### src/verilog/strop_pkg.sv
package strop_pkg;

  // register byte offsets
  localparam logic [7:0] OFS_CTRL       = 8'h00;
  localparam logic [7:0] OFS_STATUS     = 8'h04;
  localparam logic [7:0] OFS_SRC_LEN    = 8'h08;
  localparam logic [7:0] OFS_SRC_PTR    = 8'h0c;
  localparam logic [7:0] OFS_DST_LEN    = 8'h10;
  localparam logic [7:0] OFS_DST_PTR    = 8'h14;
  localparam logic [7:0] OFS_FILL       = 8'h18;
  localparam logic [7:0] OFS_OPERAND    = 8'h1c;
  localparam logic [7:0] OFS_BIN_HI     = 8'h20;
  localparam logic [7:0] OFS_BIN_HI_TOP = 8'h24;
  localparam logic [7:0] OFS_BIN_LO     = 8'h28;
  localparam logic [7:0] OFS_BIN_LO_TOP = 8'h2c;
  localparam logic [7:0] OFS_LAST       = OFS_BIN_LO_TOP;

  // control field positions
  localparam int CTRL_START    = 0;
  localparam int CTRL_OP_LSB   = 1;
  localparam int CTRL_CODE_LSB = 3;
  localparam int CTRL_COND_LSB = 12;
  localparam int CTRL_LEAD     = 15;
  localparam int CTRL_HALT     = 16;

  // status field positions
  localparam int ST_BUSY    = 0;
  localparam int ST_DONE    = 1;
  localparam int ST_SKIP    = 2;
  localparam int ST_BADCODE = 3;
  localparam int ST_NONZERO = 4;
  localparam int ST_MINUS   = 5;
  localparam int ST_HALTED  = 6;

  // widths and counts
  localparam int LEN_W  = 27;
  localparam int WORD_W = 36;
  localparam int BIN_W  = 71;
  localparam int DIG_W  = 5;
  localparam int DIG_MAX = 22;
  localparam logic [6:0] DIV_LAST = 7'h46;

  // extension operation code (octal 123)
  localparam logic [8:0] EXT_CODE = 9'h053;

  // reset values
  localparam logic [LEN_W-1:0] LEN_RST  = 27'h0;
  localparam logic [31:0]      PTR_RST  = 32'h0;
  localparam logic [WORD_W-1:0] WORD_RST = 36'h0;

  typedef enum logic [1:0] {
    op_move_right_justified = 2'h0,
    op_compare_strings      = 2'h1,
    op_bin_to_dec_offset    = 2'h2,
    op_bin_to_dec_translate = 2'h3
  } op_t;

  typedef enum logic [2:0] {
    compare_skip_less          = 3'h1,
    compare_skip_equal         = 3'h2,
    compare_skip_less_equal    = 3'h3,
    compare_skip_greater_equal = 3'h5,
    compare_skip_not_equal     = 3'h6,
    compare_skip_greater       = 3'h7
  } cond_t;

endpackage

### src/verilog/digit_store.sv
module digit_store
#(
  parameter int WIDTH = 4,
  parameter int DEPTH = 22,
  parameter int AW    = 5
)
(
  input  wire logic             clk,
  input  wire logic             wr_en,
  input  wire logic [AW-1:0]    wr_addr,
  input  wire logic [WIDTH-1:0] wr_data,
  input  wire logic [AW-1:0]    rd_addr,
  output logic      [WIDTH-1:0] rd_data
);

  logic [WIDTH-1:0] mem [DEPTH];

  always_ff @(posedge clk)
  begin
    if (wr_en)
      mem[wr_addr] <= wr_data;
    rd_data <= mem[rd_addr];
  end

endmodule

### src/verilog/string_move_compare_convert.sv
// The placing of the registers and the APB register port were decided locally.
module string_move_compare_convert
  import strop_pkg::*;
(
  // clock and reset
  input  wire logic        CLK,
  input  wire logic        RST,
  // apb slave
  input  wire logic        PSEL,
  input  wire logic        PENABLE,
  input  wire logic        PWRITE,
  input  wire logic [7:0]  PADDR,
  input  wire logic [31:0] PWDATA,
  output logic      [31:0] PRDATA,
  output logic             PREADY,
  output logic             PSLVERR,
  // byte memory port
  output logic             MEM_REQ,
  output logic             MEM_WE,
  output logic      [31:0] MEM_ADDR,
  output logic      [7:0]  MEM_WDATA,
  input  wire logic [7:0]  MEM_RDATA,
  input  wire logic        MEM_ACK,
  // sequencer
  output logic             BUSY,
  output logic             DONE,
  output logic             SKIP
);

  typedef enum logic [10:0] {
    S_IDLE = 11'h001,
    S_PREP = 11'h002,
    S_FILL = 11'h004,
    S_RDA  = 11'h008,
    S_RDB  = 11'h010,
    S_WR   = 11'h020,
    S_DIV  = 11'h040,
    S_DCHK = 11'h080,
    S_DRD  = 11'h100,
    S_XL   = 11'h200,
    S_END  = 11'h400
  } state_t;

  function automatic logic mapped(input logic [7:0] a);
    return (a <= OFS_LAST) && (a[1:0] == 2'h0);
  endfunction

  state_t              state;
  op_t                 op;
  logic [8:0]          code;
  logic [2:0]          cond;
  logic                lead_fill;
  logic                halt_req;
  logic [LEN_W-1:0]    src_len;
  logic [LEN_W-1:0]    dst_len;
  logic [31:0]         src_ptr;
  logic [31:0]         dst_ptr;
  logic [7:0]          fill1;
  logic [7:0]          fill2;
  logic [17:0]         opnd;
  logic [WORD_W-1:0]   bin_hi;
  logic [WORD_W-1:0]   bin_lo;
  logic                done;
  logic                skip;
  logic                bad_code;
  logic                flag_n;
  logic                flag_m;
  logic                halted;
  logic                done_pulse;
  logic [7:0]          byte_a;
  logic [LEN_W-1:0]    disc;
  logic [BIN_W-1:0]    q;
  logic [3:0]          rem;
  logic [6:0]          cnt;
  logic [DIG_W-1:0]    ndig;
  logic                neg;
  logic                lt;
  logic                gt;
  logic [3:0]          dig_rd;

  // bus decode
  wire apb_wr    = PSEL & PENABLE & PWRITE & mapped(PADDR);
  wire busy      = (state != S_IDLE);
  wire start_req = apb_wr & (PADDR == OFS_CTRL) & PWDATA[CTRL_START] & ~busy;
  wire [8:0] start_code = PWDATA[CTRL_CODE_LSB +: 9];

  // operation class
  wire is_move = (op == op_move_right_justified);
  wire is_cmp  = (op == op_compare_strings);
  wire is_cvt  = op[1];
  wire is_xlat = (op == op_bin_to_dec_translate);

  // binary operand: sign in top bit of high word, low top bit unused
  wire [BIN_W-1:0] bin_val = {bin_hi, bin_lo[34:0]};
  wire [BIN_W-1:0] mag     = bin_hi[35] ? (~bin_val + 71'h1) : bin_val;

  // one quotient bit per cycle of divide by ten
  wire [4:0]       trial    = {rem, q[BIN_W-1]};
  wire             q_bit    = (trial >= 5'h0a);
  wire [3:0]       next_rem = q_bit ? 4'(trial - 5'h0a) : trial[3:0];
  wire [BIN_W-1:0] next_q   = {q[BIN_W-2:0], q_bit};
  wire             dig_wr   = (state == S_DIV) && (cnt == DIV_LAST);

  // fill stops when remaining places just fit the payload
  wire [LEN_W-1:0] ndig_len   = {{(LEN_W-DIG_W){1'b0}}, ndig};
  wire [LEN_W-1:0] fill_floor = is_move ? src_len : ndig_len;
  wire [LEN_W-1:0] dst_dec    = dst_len - 27'h1;
  wire [LEN_W-1:0] dst_after  = (dst_len != LEN_RST) ? dst_dec : LEN_RST;

  // compare operands; exhausted string takes its own fill
  wire a_live = (src_len != LEN_RST);
  wire b_live = (dst_len != LEN_RST);
  wire [7:0] byte_b = b_live ? MEM_RDATA : fill2;

  // final digit of a negative number uses the left half
  wire last_dig  = (ndig == 5'h01);
  wire use_left  = last_dig & flag_m;
  wire [31:0] xl_addr = {14'h0, opnd} + {27'h0, dig_rd, ~use_left};
  wire [17:0] off_sum = {14'h0, dig_rd} + opnd;

  wire [31:0] src_next = src_ptr + 32'h1;
  wire [31:0] dst_next = dst_ptr + 32'h1;

  wire st_fill = (state == S_FILL);
  wire st_rda  = (state == S_RDA);
  wire st_rdb  = (state == S_RDB);
  wire st_wr   = (state == S_WR);
  wire st_xl   = (state == S_XL);

  wire step_a = st_rda & (~a_live | MEM_ACK);
  wire step_b = st_rdb & (~b_live | MEM_ACK);
  wire cmp_ne = (byte_a != byte_b);

  // unsigned byte ordering and condition decode
  wire cond_hit = cond[2] ^ ((cond[0] & lt) | (cond[1] & ~lt & ~gt));

  assign MEM_REQ = st_fill | st_wr | st_xl | (st_rda & a_live)
                 | (st_rdb & b_live);
  assign MEM_WE  = st_fill | st_wr;
  assign MEM_ADDR = st_rda ? src_next : (st_xl ? xl_addr : dst_next);
  assign MEM_WDATA = st_fill ? fill1
                   : ((is_cvt & ~is_xlat) ? off_sum[7:0] : byte_a);
  assign PREADY  = 1'b1;
  assign PSLVERR = PSEL & PENABLE & ~mapped(PADDR);
  assign BUSY    = busy;
  assign DONE    = done_pulse;
  assign SKIP    = skip;

  digit_store #(.WIDTH(4), .DEPTH(DIG_MAX), .AW(DIG_W)) u_digits
  (
    .clk     (CLK),
    .wr_en   (dig_wr),
    .wr_addr (ndig),
    .wr_data (next_rem),
    .rd_addr (ndig - 5'h01),
    .rd_data (dig_rd)
  );

  // read data registered in the setup phase, so no wait state needed
  always_ff @(posedge CLK)
  begin
    if (RST)
      PRDATA <= 32'h0;
    else if (PSEL & ~PENABLE)
    begin
      case (PADDR)
        OFS_CTRL:       PRDATA <= {15'h0, halt_req, lead_fill, cond, code,
                                   op, 1'b0};
        OFS_STATUS:     PRDATA <= {25'h0, halted, flag_m, flag_n, bad_code,
                                   skip, done, busy};
        OFS_SRC_LEN:    PRDATA <= {5'h0, src_len};
        OFS_SRC_PTR:    PRDATA <= src_ptr;
        OFS_DST_LEN:    PRDATA <= {5'h0, dst_len};
        OFS_DST_PTR:    PRDATA <= dst_ptr;
        OFS_FILL:       PRDATA <= {16'h0, fill2, fill1};
        OFS_OPERAND:    PRDATA <= {14'h0, opnd};
        OFS_BIN_HI:     PRDATA <= bin_hi[31:0];
        OFS_BIN_HI_TOP: PRDATA <= {28'h0, bin_hi[35:32]};
        OFS_BIN_LO:     PRDATA <= bin_lo[31:0];
        OFS_BIN_LO_TOP: PRDATA <= {28'h0, bin_lo[35:32]};
        default:        PRDATA <= 32'h0;
      endcase
    end
  end

  // operands are frozen while busy; only halt and the status flag clear get through
  always_ff @(posedge CLK)
  begin
    if (RST)
    begin
      state <= S_IDLE;
      op <= op_move_right_justified;
      code <= 9'h0;
      cond <= 3'h0;
      lead_fill <= 1'b0;
      halt_req <= 1'b0;
      src_len <= LEN_RST;
      dst_len <= LEN_RST;
      src_ptr <= PTR_RST;
      dst_ptr <= PTR_RST;
      fill1 <= 8'h0;
      fill2 <= 8'h0;
      opnd <= 18'h0;
      bin_hi <= WORD_RST;
      bin_lo <= WORD_RST;
      done <= 1'b0;
      skip <= 1'b0;
      bad_code <= 1'b0;
      flag_n <= 1'b0;
      flag_m <= 1'b0;
      halted <= 1'b0;
      done_pulse <= 1'b0;
      byte_a <= 8'h0;
      disc <= LEN_RST;
      q <= 71'h0;
      rem <= 4'h0;
      cnt <= 7'h0;
      ndig <= 5'h0;
      neg <= 1'b0;
      lt <= 1'b0;
      gt <= 1'b0;
    end
    else
    begin
      done_pulse <= 1'b0;
      if (apb_wr)
      begin
        case (PADDR)
          OFS_CTRL:
          begin
            halt_req <= PWDATA[CTRL_HALT] & busy;
            if (!busy)
            begin
              op <= op_t'(PWDATA[CTRL_OP_LSB +: 2]);
              code <= start_code;
              cond <= PWDATA[CTRL_COND_LSB +: 3];
              lead_fill <= PWDATA[CTRL_LEAD];
            end
          end
          OFS_STATUS:
          begin
            flag_n <= 1'b0;
            flag_m <= 1'b0;
          end
          OFS_SRC_LEN:    if (!busy) src_len <= PWDATA[LEN_W-1:0];
          OFS_SRC_PTR:    if (!busy) src_ptr <= PWDATA;
          OFS_DST_LEN:    if (!busy) dst_len <= PWDATA[LEN_W-1:0];
          OFS_DST_PTR:    if (!busy) dst_ptr <= PWDATA;
          OFS_FILL:
          begin
            if (!busy)
            begin
              fill1 <= PWDATA[7:0];
              fill2 <= PWDATA[15:8];
            end
          end
          OFS_OPERAND:    if (!busy) opnd <= PWDATA[17:0];
          OFS_BIN_HI:     if (!busy) bin_hi[31:0] <= PWDATA;
          OFS_BIN_HI_TOP: if (!busy) bin_hi[35:32] <= PWDATA[3:0];
          OFS_BIN_LO:     if (!busy) bin_lo[31:0] <= PWDATA;
          OFS_BIN_LO_TOP: if (!busy) bin_lo[35:32] <= PWDATA[3:0];
          default: ;
        endcase
      end
      case (state)
        S_IDLE:
        begin
          if (start_req)
          begin
            done <= 1'b0;
            skip <= 1'b0;
            halted <= 1'b0;
            bad_code <= (start_code != EXT_CODE);
            if (start_code == EXT_CODE)
              state <= S_PREP;
          end
        end
        S_PREP:
        begin
          lt <= 1'b0;
          gt <= 1'b0;
          if (is_move && (src_len > dst_len))
          begin
            disc <= src_len - dst_len;
            src_ptr <= src_ptr + {5'h0, src_len - dst_len};
            src_len <= dst_len;
            state <= (dst_len == LEN_RST) ? S_END : S_RDA;
          end
          else if (is_move)
          begin
            disc <= LEN_RST;
            state <= (src_len < dst_len) ? S_FILL
                   : ((src_len == LEN_RST) ? S_END : S_RDA);
          end
          else if (is_cmp)
            state <= (a_live | b_live) ? S_RDA : S_END;
          else
          begin
            q <= mag;
            neg <= bin_hi[35];
            rem <= 4'h0;
            cnt <= 7'h0;
            ndig <= 5'h0;
            state <= S_DIV;
          end
        end
        S_FILL:
        begin
          if (MEM_ACK)
          begin
            dst_ptr <= dst_next;
            dst_len <= dst_dec;
            if (dst_dec == fill_floor)
            begin
              if (is_cvt)
                state <= S_DRD;
              else
                state <= (src_len == LEN_RST) ? S_END : S_RDA;
            end
            else if (halt_req && is_move)
            begin
              halted <= 1'b1;
              state <= S_IDLE;
            end
          end
        end
        S_RDA:
        begin
          if (step_a)
          begin
            byte_a <= a_live ? MEM_RDATA : fill1;
            if (a_live)
            begin
              src_ptr <= src_next;
              src_len <= src_len - 27'h1;
            end
            state <= is_cmp ? S_RDB : S_WR;
          end
        end
        S_RDB:
        begin
          if (step_b)
          begin
            dst_len <= dst_after;
            if (b_live)
              dst_ptr <= dst_next;
            if (cmp_ne)
            begin
              lt <= (byte_a < byte_b);
              gt <= (byte_a > byte_b);
              state <= S_END;
            end
            else if (!a_live && dst_after == LEN_RST)
              state <= S_END;
            else if (halt_req)
            begin
              halted <= 1'b1;
              state <= S_IDLE;
            end
            else
              state <= S_RDA;
          end
        end
        S_WR:
        begin
          if (MEM_ACK)
          begin
            dst_ptr <= dst_next;
            dst_len <= dst_dec;
            if (is_cvt)
            begin
              ndig <= ndig - 5'h01;
              state <= last_dig ? S_END : S_DRD;
            end
            else if (src_len == LEN_RST)
              state <= S_END;
            else if (halt_req)
            begin
              halted <= 1'b1;
              state <= S_IDLE;
            end
            else
              state <= S_RDA;
          end
        end
        S_DIV:
        begin
          q <= next_q;
          if (cnt == DIV_LAST)
          begin
            rem <= 4'h0;
            cnt <= 7'h0;
            ndig <= ndig + 5'h01;
            if (next_q == 71'h0)
              state <= S_DCHK;
          end
          else
          begin
            rem <= next_rem;
            cnt <= cnt + 7'h01;
          end
        end
        S_DCHK:
        begin
          if (ndig_len > dst_len)
          begin
            done <= 1'b1;
            done_pulse <= 1'b1;
            state <= S_IDLE;
          end
          else
          begin
            flag_n <= (mag != 71'h0);
            flag_m <= neg;
            state <= (lead_fill && dst_len > ndig_len) ? S_FILL
                     : S_DRD;
          end
        end
        S_DRD:
          state <= is_xlat ? S_XL : S_WR;
        S_XL:
        begin
          if (MEM_ACK)
          begin
            byte_a <= MEM_RDATA;
            state <= S_WR;
          end
        end
        S_END:
        begin
          skip <= is_cmp ? cond_hit : 1'b1;
          if (is_move)
            src_len <= disc;
          if (is_cvt)
          begin
            bin_hi <= WORD_RST;
            bin_lo <= WORD_RST;
            dst_len <= LEN_RST;
          end
          done <= 1'b1;
          done_pulse <= 1'b1;
          state <= S_IDLE;
        end
        default:
          state <= S_IDLE;
      endcase
    end
  end
endmodule

### config.mk
export PLATFORM = sky130hd
export DESIGN_NAME = string_move_compare_convert
export DESIGN_NICKNAME = d
export VERILOG_FILES = /design/src/verilog/strop_pkg.sv /design/src/verilog/digit_store.sv /design/src/verilog/string_move_compare_convert.sv
export SDC_FILE = /design/constraint.sdc
export NUM_CORES = 2
export LEC_CHECK = 0
export ABC_CLOCK_PERIOD_IN_PS = 12800
export BUFFER_PORTS_ARGS = -buffer_cell sky130_fd_sc_hd__buf_4
export CAP_MARGIN = 0
export CORE_MARGIN = 4
export CORE_UTILIZATION = 30
export DETAILED_ROUTE_END_ITERATION = 8
export GPL_ROUTABILITY_DRIVEN = 0
export PLACE_DENSITY_LB_ADDON = 0.15
export SKIP_LAST_GASP = 1
export SLEW_MARGIN = 20
export SYNTH_ARGS = -nofsm -noshare
export SYNTH_HDL_FRONTEND = slang
export SYNTH_SLANG_ARGS = --single-unit
### constraint.sdc
create_clock -name CLK -period 12.8 [get_ports CLK]
set_input_delay 1.92 -clock CLK [delete_from_list [all_inputs] [get_ports CLK]]
set_output_delay 1.92 -clock CLK [all_outputs]
set_load 0.05 [all_outputs]
Word level (Yosys, flattened, before mapping)
Memory sizes are Yosys's and may differ from the RTL's. A register that Yosys moved wholly into a read port is not among the register bits.
Index checks and enable logic that the tools add are counted.
- add/sub/neg operators: 13
- mux-type cells: 144
- order comparisons: 8
- reduce and logical (&&, ||, !) cells: 41
- bitwise operators: 40
- equality and inequality tests: 53
- operator list (cell ; count):
    $mux W32 ; 18
    $mux W27 ; 17
    $pmux W32 S12 ; 1
    $mux W71 ; 4
    $mux W11 ; 24
    $mux W36 ; 6
    $pmux W27 S3 ; 2
    $pmux W71 S2 ; 1
    $pmux W32 S2 ; 2
    $pmux W11 S10 ; 1
    $logic_not A27 Y1 ; 3
    $add A71 B1 Y71 const B ; 1
    $logic_not A71 Y1 ; 1
    $not A71 Y71 ; 1
    $reduce_bool A71 Y1 ; 1
    $add A32 B1 Y32 const B ; 2
    $reduce_bool A27 Y1 ; 2
    $sub A27 B1 Y27 const B ; 2
    $mux W8 ; 6
    $mux W4 ; 10
    $add A32 B27 Y32 ; 1
    $eq A8 B5 Y1 const B ; 4
    $eq A8 B6 Y1 const B ; 4
    $mux W5 ; 6
    other kinds (70) ; 179
- memories: 1
- RAM bits: 88
- register bits: 415
- input bits: 54
- logic and storage cells: 332
- memories (memory ; words ; width ; rd ports ; clocked after memory_dff ; write ports ; line ; RTL):
    u_digits.mem ; 22 ; 4 ; 1 ; 1 ; 1 ; digit_store.sv:16 ; logic [WIDTH-1:0] mem [DEPTH];

Longest topological paths before layout
- depth after elaboration: 8
- mapped depth: 23
- depth with buffers taken out: 23

Cells and area by module
A second synthesis with hierarchy kept.
- cells, all modules: 4227
- area, all modules: 32914.1 µm²
- modules (own cells, without submodules) (module ; instances ; sequential area each (µm²) ; cells each ; area each (µm²)):
    string_move_compare_convert ; 1 ; 8308.0 ; 4036 ; 29258.1
    digit_store ; 1 ; 2722.6 ; 191 ; 3656.0

Worst setup path after synthesis
OpenSTA, ideal clock, no wires.
- kind: register -> output
- from: register state[10]
- to: output MEM_REQ
- path buffers: 0
- data required time: 10.880 ns
- arrival: 3.324 ns
- path slack: 7.556 ns
- cell stages (with the launch flop): 8
- cells stage by stage: dfxtp_1 > nor4_1 > nand2_1 > nor3_1 > nor3b_1 > o21bai_1 > nor3_1 > inv_1
- longest elaborated chain between the ends: 5
- elaborated cells between the ends (all ways): 11
- classes of those cells: 5 x eq/ne; 6 x bitwise
- ends and longest elaborated chain (what ; line ; RTL):
    start, declared ; string_move_compare_convert.sv:48 ; state_t state;
    start signal, assigned ; string_move_compare_convert.sv:287 ; state <= (dst_len == LEN_RST) ? S_END : S_RDA;
    start signal, assigned ; string_move_compare_convert.sv:292 ; state <= (src_len < dst_len) ? S_FILL
    start signal, assigned ; string_move_compare_convert.sv:296 ; state <= (a_live | b_live) ? S_RDA : S_END;
    $eq A11 B3 Y1 / $eq A11 B6 Y1 (equally long branches) ; string_move_compare_convert.sv:124, string_move_compare_convert.sv:127 ;
    $or A1 B1 Y1 * ; -- ;
    via MEM_WE ; string_move_compare_convert.sv:19 ; output logic MEM_WE,
    $or A1 B1 Y1 * (2 in series) ; string_move_compare_convert.sv:137 ; assign MEM_REQ = st_fill | st_wr | st_xl | (st_rda & a_live)
    $or A1 B1 Y1 * ; string_move_compare_convert.sv:138 ; | (st_rdb & b_live);
    end, declared ; string_move_compare_convert.sv:18 ; output logic MEM_REQ,
The timed path passes the listed nets; every way through them passes the cells marked *.

Final worst setup path
- from: register ndig[1]
- to: output MEM_ADDR[14]
- longest elaborated chain between the ends: 6
- ends and longest elaborated chain (what ; line ; RTL):
    start, declared ; string_move_compare_convert.sv:75 ; logic [DIG_W-1:0] ndig;
    start signal, assigned ; string_move_compare_convert.sv:372 ; ndig <= ndig - 5'h01;
    start signal, assigned ; string_move_compare_convert.sv:393 ; ndig <= ndig + 5'h01;
    $eq A5 B1 Y1 ; string_move_compare_convert.sv:116 ; wire last_dig = (ndig == 5'h01);
    $and A1 B1 Y1 ; string_move_compare_convert.sv:117 ; wire use_left = last_dig & flag_m;
    $not A1 Y1 ; string_move_compare_convert.sv:118 ; wire [31:0] xl_addr = {14'h0, opnd} + {27'h0, dig_rd, ~use_left};
    $add A18 B5 Y19 ; string_move_compare_convert.sv:118 ;
    $mux W32 (2 in series) ; string_move_compare_convert.sv:140 ; assign MEM_ADDR = st_rda ? src_next : (st_xl ? xl_addr : dst_next);
    end, declared ; string_move_compare_convert.sv:20 ; output logic [31:0] MEM_ADDR,
No other way between the ends.

==> results.json <==
{
  "powerDensity_nw_per_um2": 103,
  "cts_hold_buf": 0,
  "synth_seq_area_share": 0.334,
  "synth_warnings": 0,
  "clk_pin_slew_ns": 0.07,
  "regToRegSetupSlack_ns": 6.72,
  "worstReg2RegStart": "dst_len[0]",
  "synth_cells": 4195,
  "drive_above_1_share": 0.105,
  "rr_worst_depth": 20,
  "ctsResizeCount": 0,
  "cts_tree": "yes",
  "skew_ns": 0.0293,
  "vias": 33492,
  "synth_area_leaders": "dfxtp_1 25%, edfxtp_1 8.0%, a21oi_1 6.1%, nor2_1 5.8%, nand2_1 5.7%",
  "grt_usage": 0.267,
  "rows": 121,
  "worst_path_most_repeated_cell": "inv_1",
  "rsz0062_at_grt": "false",
  "tightest_slew_ns": 1.26,
  "multi_input_area_sq_um": 20500,
  "core_sq_um": 109000,
  "synthesis.nets": 4348,
  "seq_area_sq_um": 11000,
  "path_max_fanout": 9,
  "critPathLaunchType": "flop",
  "reg2reg_to": "src_ptr[26]",
  "async_flop_share": 0,
  "cts_root_buffer": "clkbuf_16",
  "status": "finished clean",
  "cp.required_ns": 10.88,
  "insertion_delay_ns": 0.66,
  "syn_to_final_growth_pct": 13.8,
  "htree_levels": 3,
  "syn_area_sq_um": 33000,
  "die_w_um": 340,
  "yosysTopAreaCell": "dfxtp_1",
  "finalWirelength_um": 161000,
  "grt_first_pass_wirelength_um": 230000,
  "fin_util": 0.345,
  "cp-end-kind": "output pin",
  "ant_nets": 0,
  "synth_edf_count": 88,
  "synth-seq-cells": 507,
  "fin_nets": 4293,
  "antenna_found_initial": 6,
  "synth.distinct_cells": 97,
  "wl_per_cell_um": 28.7,
  "finalSetupViolCount": 0,
  "finalCritPeriodShare": 0.501,
  "drv_cap": 0,
  "viasPerCell": 5.97,
  "grt_pass1_vias": 31216,
  "slew_headroom": 0.155,
  "cp-endpoint": "MEM_ADDR[14]",
  "synth.top_cell.area_share": 0.254,
  "dp_slack_ns": 6.60,
  "fmax_mhz": 156,
  "avgSynthCellArea_sq_um": 7.87,
  "grt_max_degree": 168,
  "hold_path_class": "reg -> reg",
  "slowest_stage": "dfxtp_1",
  "port_buffers": 131,
  "first_pass_iters": 6,
  "clockBufferDepth": 3,
  "hpwl_um": 118000,
  "ir_worst_vdd_uv": 71.1,
  "synthFlopType": "dfxtp_1",
  "crit_arrival_ns": 4.49,
  "grt-ovfl-total": 0,
  "worstSetupStartpoint": "ndig[1]",
  "synth_commonest_cells": "513 x nor2_1, 497 x nand2_1, 419 x dfxtp_1, 402 x a21oi_1, 309 x clkbuf_1",
  "fin_crit_ns": 6.41,
  "die_area_sq_um": 115000,
  "path_class": "reg -> out",
  "cellLeakagePower_nw": 13.6,
  "initial_utilization": 0.303,
  "drt_iter0_drc": 3924,
  "fin_ws_ns": 6.39,
  "crit_chain": "inv_1 -> ha_1 -> nand3_1 -> ha_1 -> inv_1 -> fa_1 -> inv_1 -> a21oi_1 -> o21bai_1 -> a21o_1 -> nand2_1 -> nor2_1 -> nand3_1 -> xnor2_1 -> o211ai_1 -> o21ai_0 -> buf_4",
  "nFillCells": 11412,
  "die_h_um": 340,
  "clkSinkCount": 507,
  "drc": 0,
  "post_cts_buffers": 0,
  "crit_cells": 17,
  "slew_viol_final": 0,
  "setup-tns-final_ns": 0,
  "max_stage_delay_ns": 0.53,
  "cts_buffers": 66,
  "timing.final.hold_violations": 0,
  "worst-path-buf-inv": 4,
  "post-synth-top-count-cell": "nor2_1",
  "io_pins": 133,
  "critical-path-top-delay-family": "simple AND/OR/NAND/NOR gates"
}
layer usage:
layer  share of wire  up-vias  GRT usage
met2            0.43     1696      0.413
met4           0.056        6      0.133
li1                -    15204          -
met5         0.00026        -          0
met1            0.43    16224      0.361
met3           0.082      362     0.0444
worst reg2reg max path, stage by stage (launching register included):
cell       delay [ns]
dfxtp_1          0.60
ha_1             0.27
inv_1            0.06
fa_1             0.41
a211oi_1         0.26
o21bai_1         0.15
a21oi_1          0.33
o21ai_0          0.27
a31oi_1          0.37
o21bai_1         0.10
a21oi_1          0.18
xnor2_1          0.18
ha_1             0.43
nand4_1          0.21
a2111oi_1        0.84
o211ai_1         0.26
a211o_1          0.36
o21bai_1         0.17
xor2_1           0.08
mux2_2           0.26
o21ba_2          0.18
cell families after synthesis:
| logic type | count (synthesis) | share of synthesized area |
|---|---|---|
| compound gates | 1179 | 0.234 |
| xor+xnor | 260 | 0.0702 |
| fa+ha+maj | 99 | 0.0384 |
| buf+inv | 432 | 0.0500 |
| flops | 507 | 0.334 |
| mux | 134 | 0.0504 |
| other cells | 1 | 0.000114 |
| simple gates | 1583 | 0.223 |
power by group:
part           leakage, nW  internal, W  switching (W)
clock                 1.11      0.00117       0.000836
combinational         8.28    0.0000641       0.000178
sequential            4.19      0.00162     0.00000728
total                 13.6      0.00285        0.00102
area by class of cell:
type                    count  share of cell area
clock inverters            33              0.0116
inverters                  95             0.00950
clock buffers              87              0.0488
flip-flops and latches    507               0.294
multi-input cells        3256               0.546
well taps                1414              0.0471
diodes                      1           0.0000666
repair buffers            214              0.0433
sequential cells by signal, summed over array words and instances (netlist names), 2 cells and up:
signal / flops
src_ptr: 32
u_digits.mem: 88
byte_a: 8
opnd: 18
bin_hi: 36
rem: 4
u_digits.rd_data: 4
cnt: 7
state: 11
dst_ptr: 32
PRDATA: 32
cond: 3
code: 9
dst_len: 27
fill1: 8
src_len: 27
q: 71
bin_lo: 36
fill2: 8
ndig: 5
disc: 27
op: 2
cell usage in the layout, fill, tap and decap left out, types with 95 or more instances in the layout:
cell type  Yosys  routed
a211oi_1     119     119
a21oi_1      402     401
a22oi_1      100     100
buf_4          2     212
dfxtp_1      419     417
ha_1          95      95
nand2_1      497     497
nand3_1      109     108
nor2_1       513     502
nor3_1       109      99
o21ai_0      168     168
xnor2_1      126     125
xor2_1       131     131
through the flow:
step	total power (W)	hold WS (ns)	std cells	instance area, sq um
floorplan	0.00179	0.432	4195	33000
global placement	0.00190	0.443	5486	35300
detailed placement	0.00190	0.451	5486	35300
CTS	0.00390	0.457	5606	37500
global route	0.00398	0.471	5607	37600
finish	0.00387	0.459	5607	37600
worst min-delay path by stage:
stage                       start  endpoint  slack (ns)  cells after the start
after floorplan               neg       neg        0.43                      2
after global placement    code[3]   code[3]        0.44                      2
after detailed placement  code[3]   code[3]        0.45                      2
after CTS                 code[3]   code[3]        0.46                      2
after global routing      code[4]   code[4]        0.47                      2
final                     code[3]   code[3]        0.46                      2
Power figures use the tool's default switching activity.
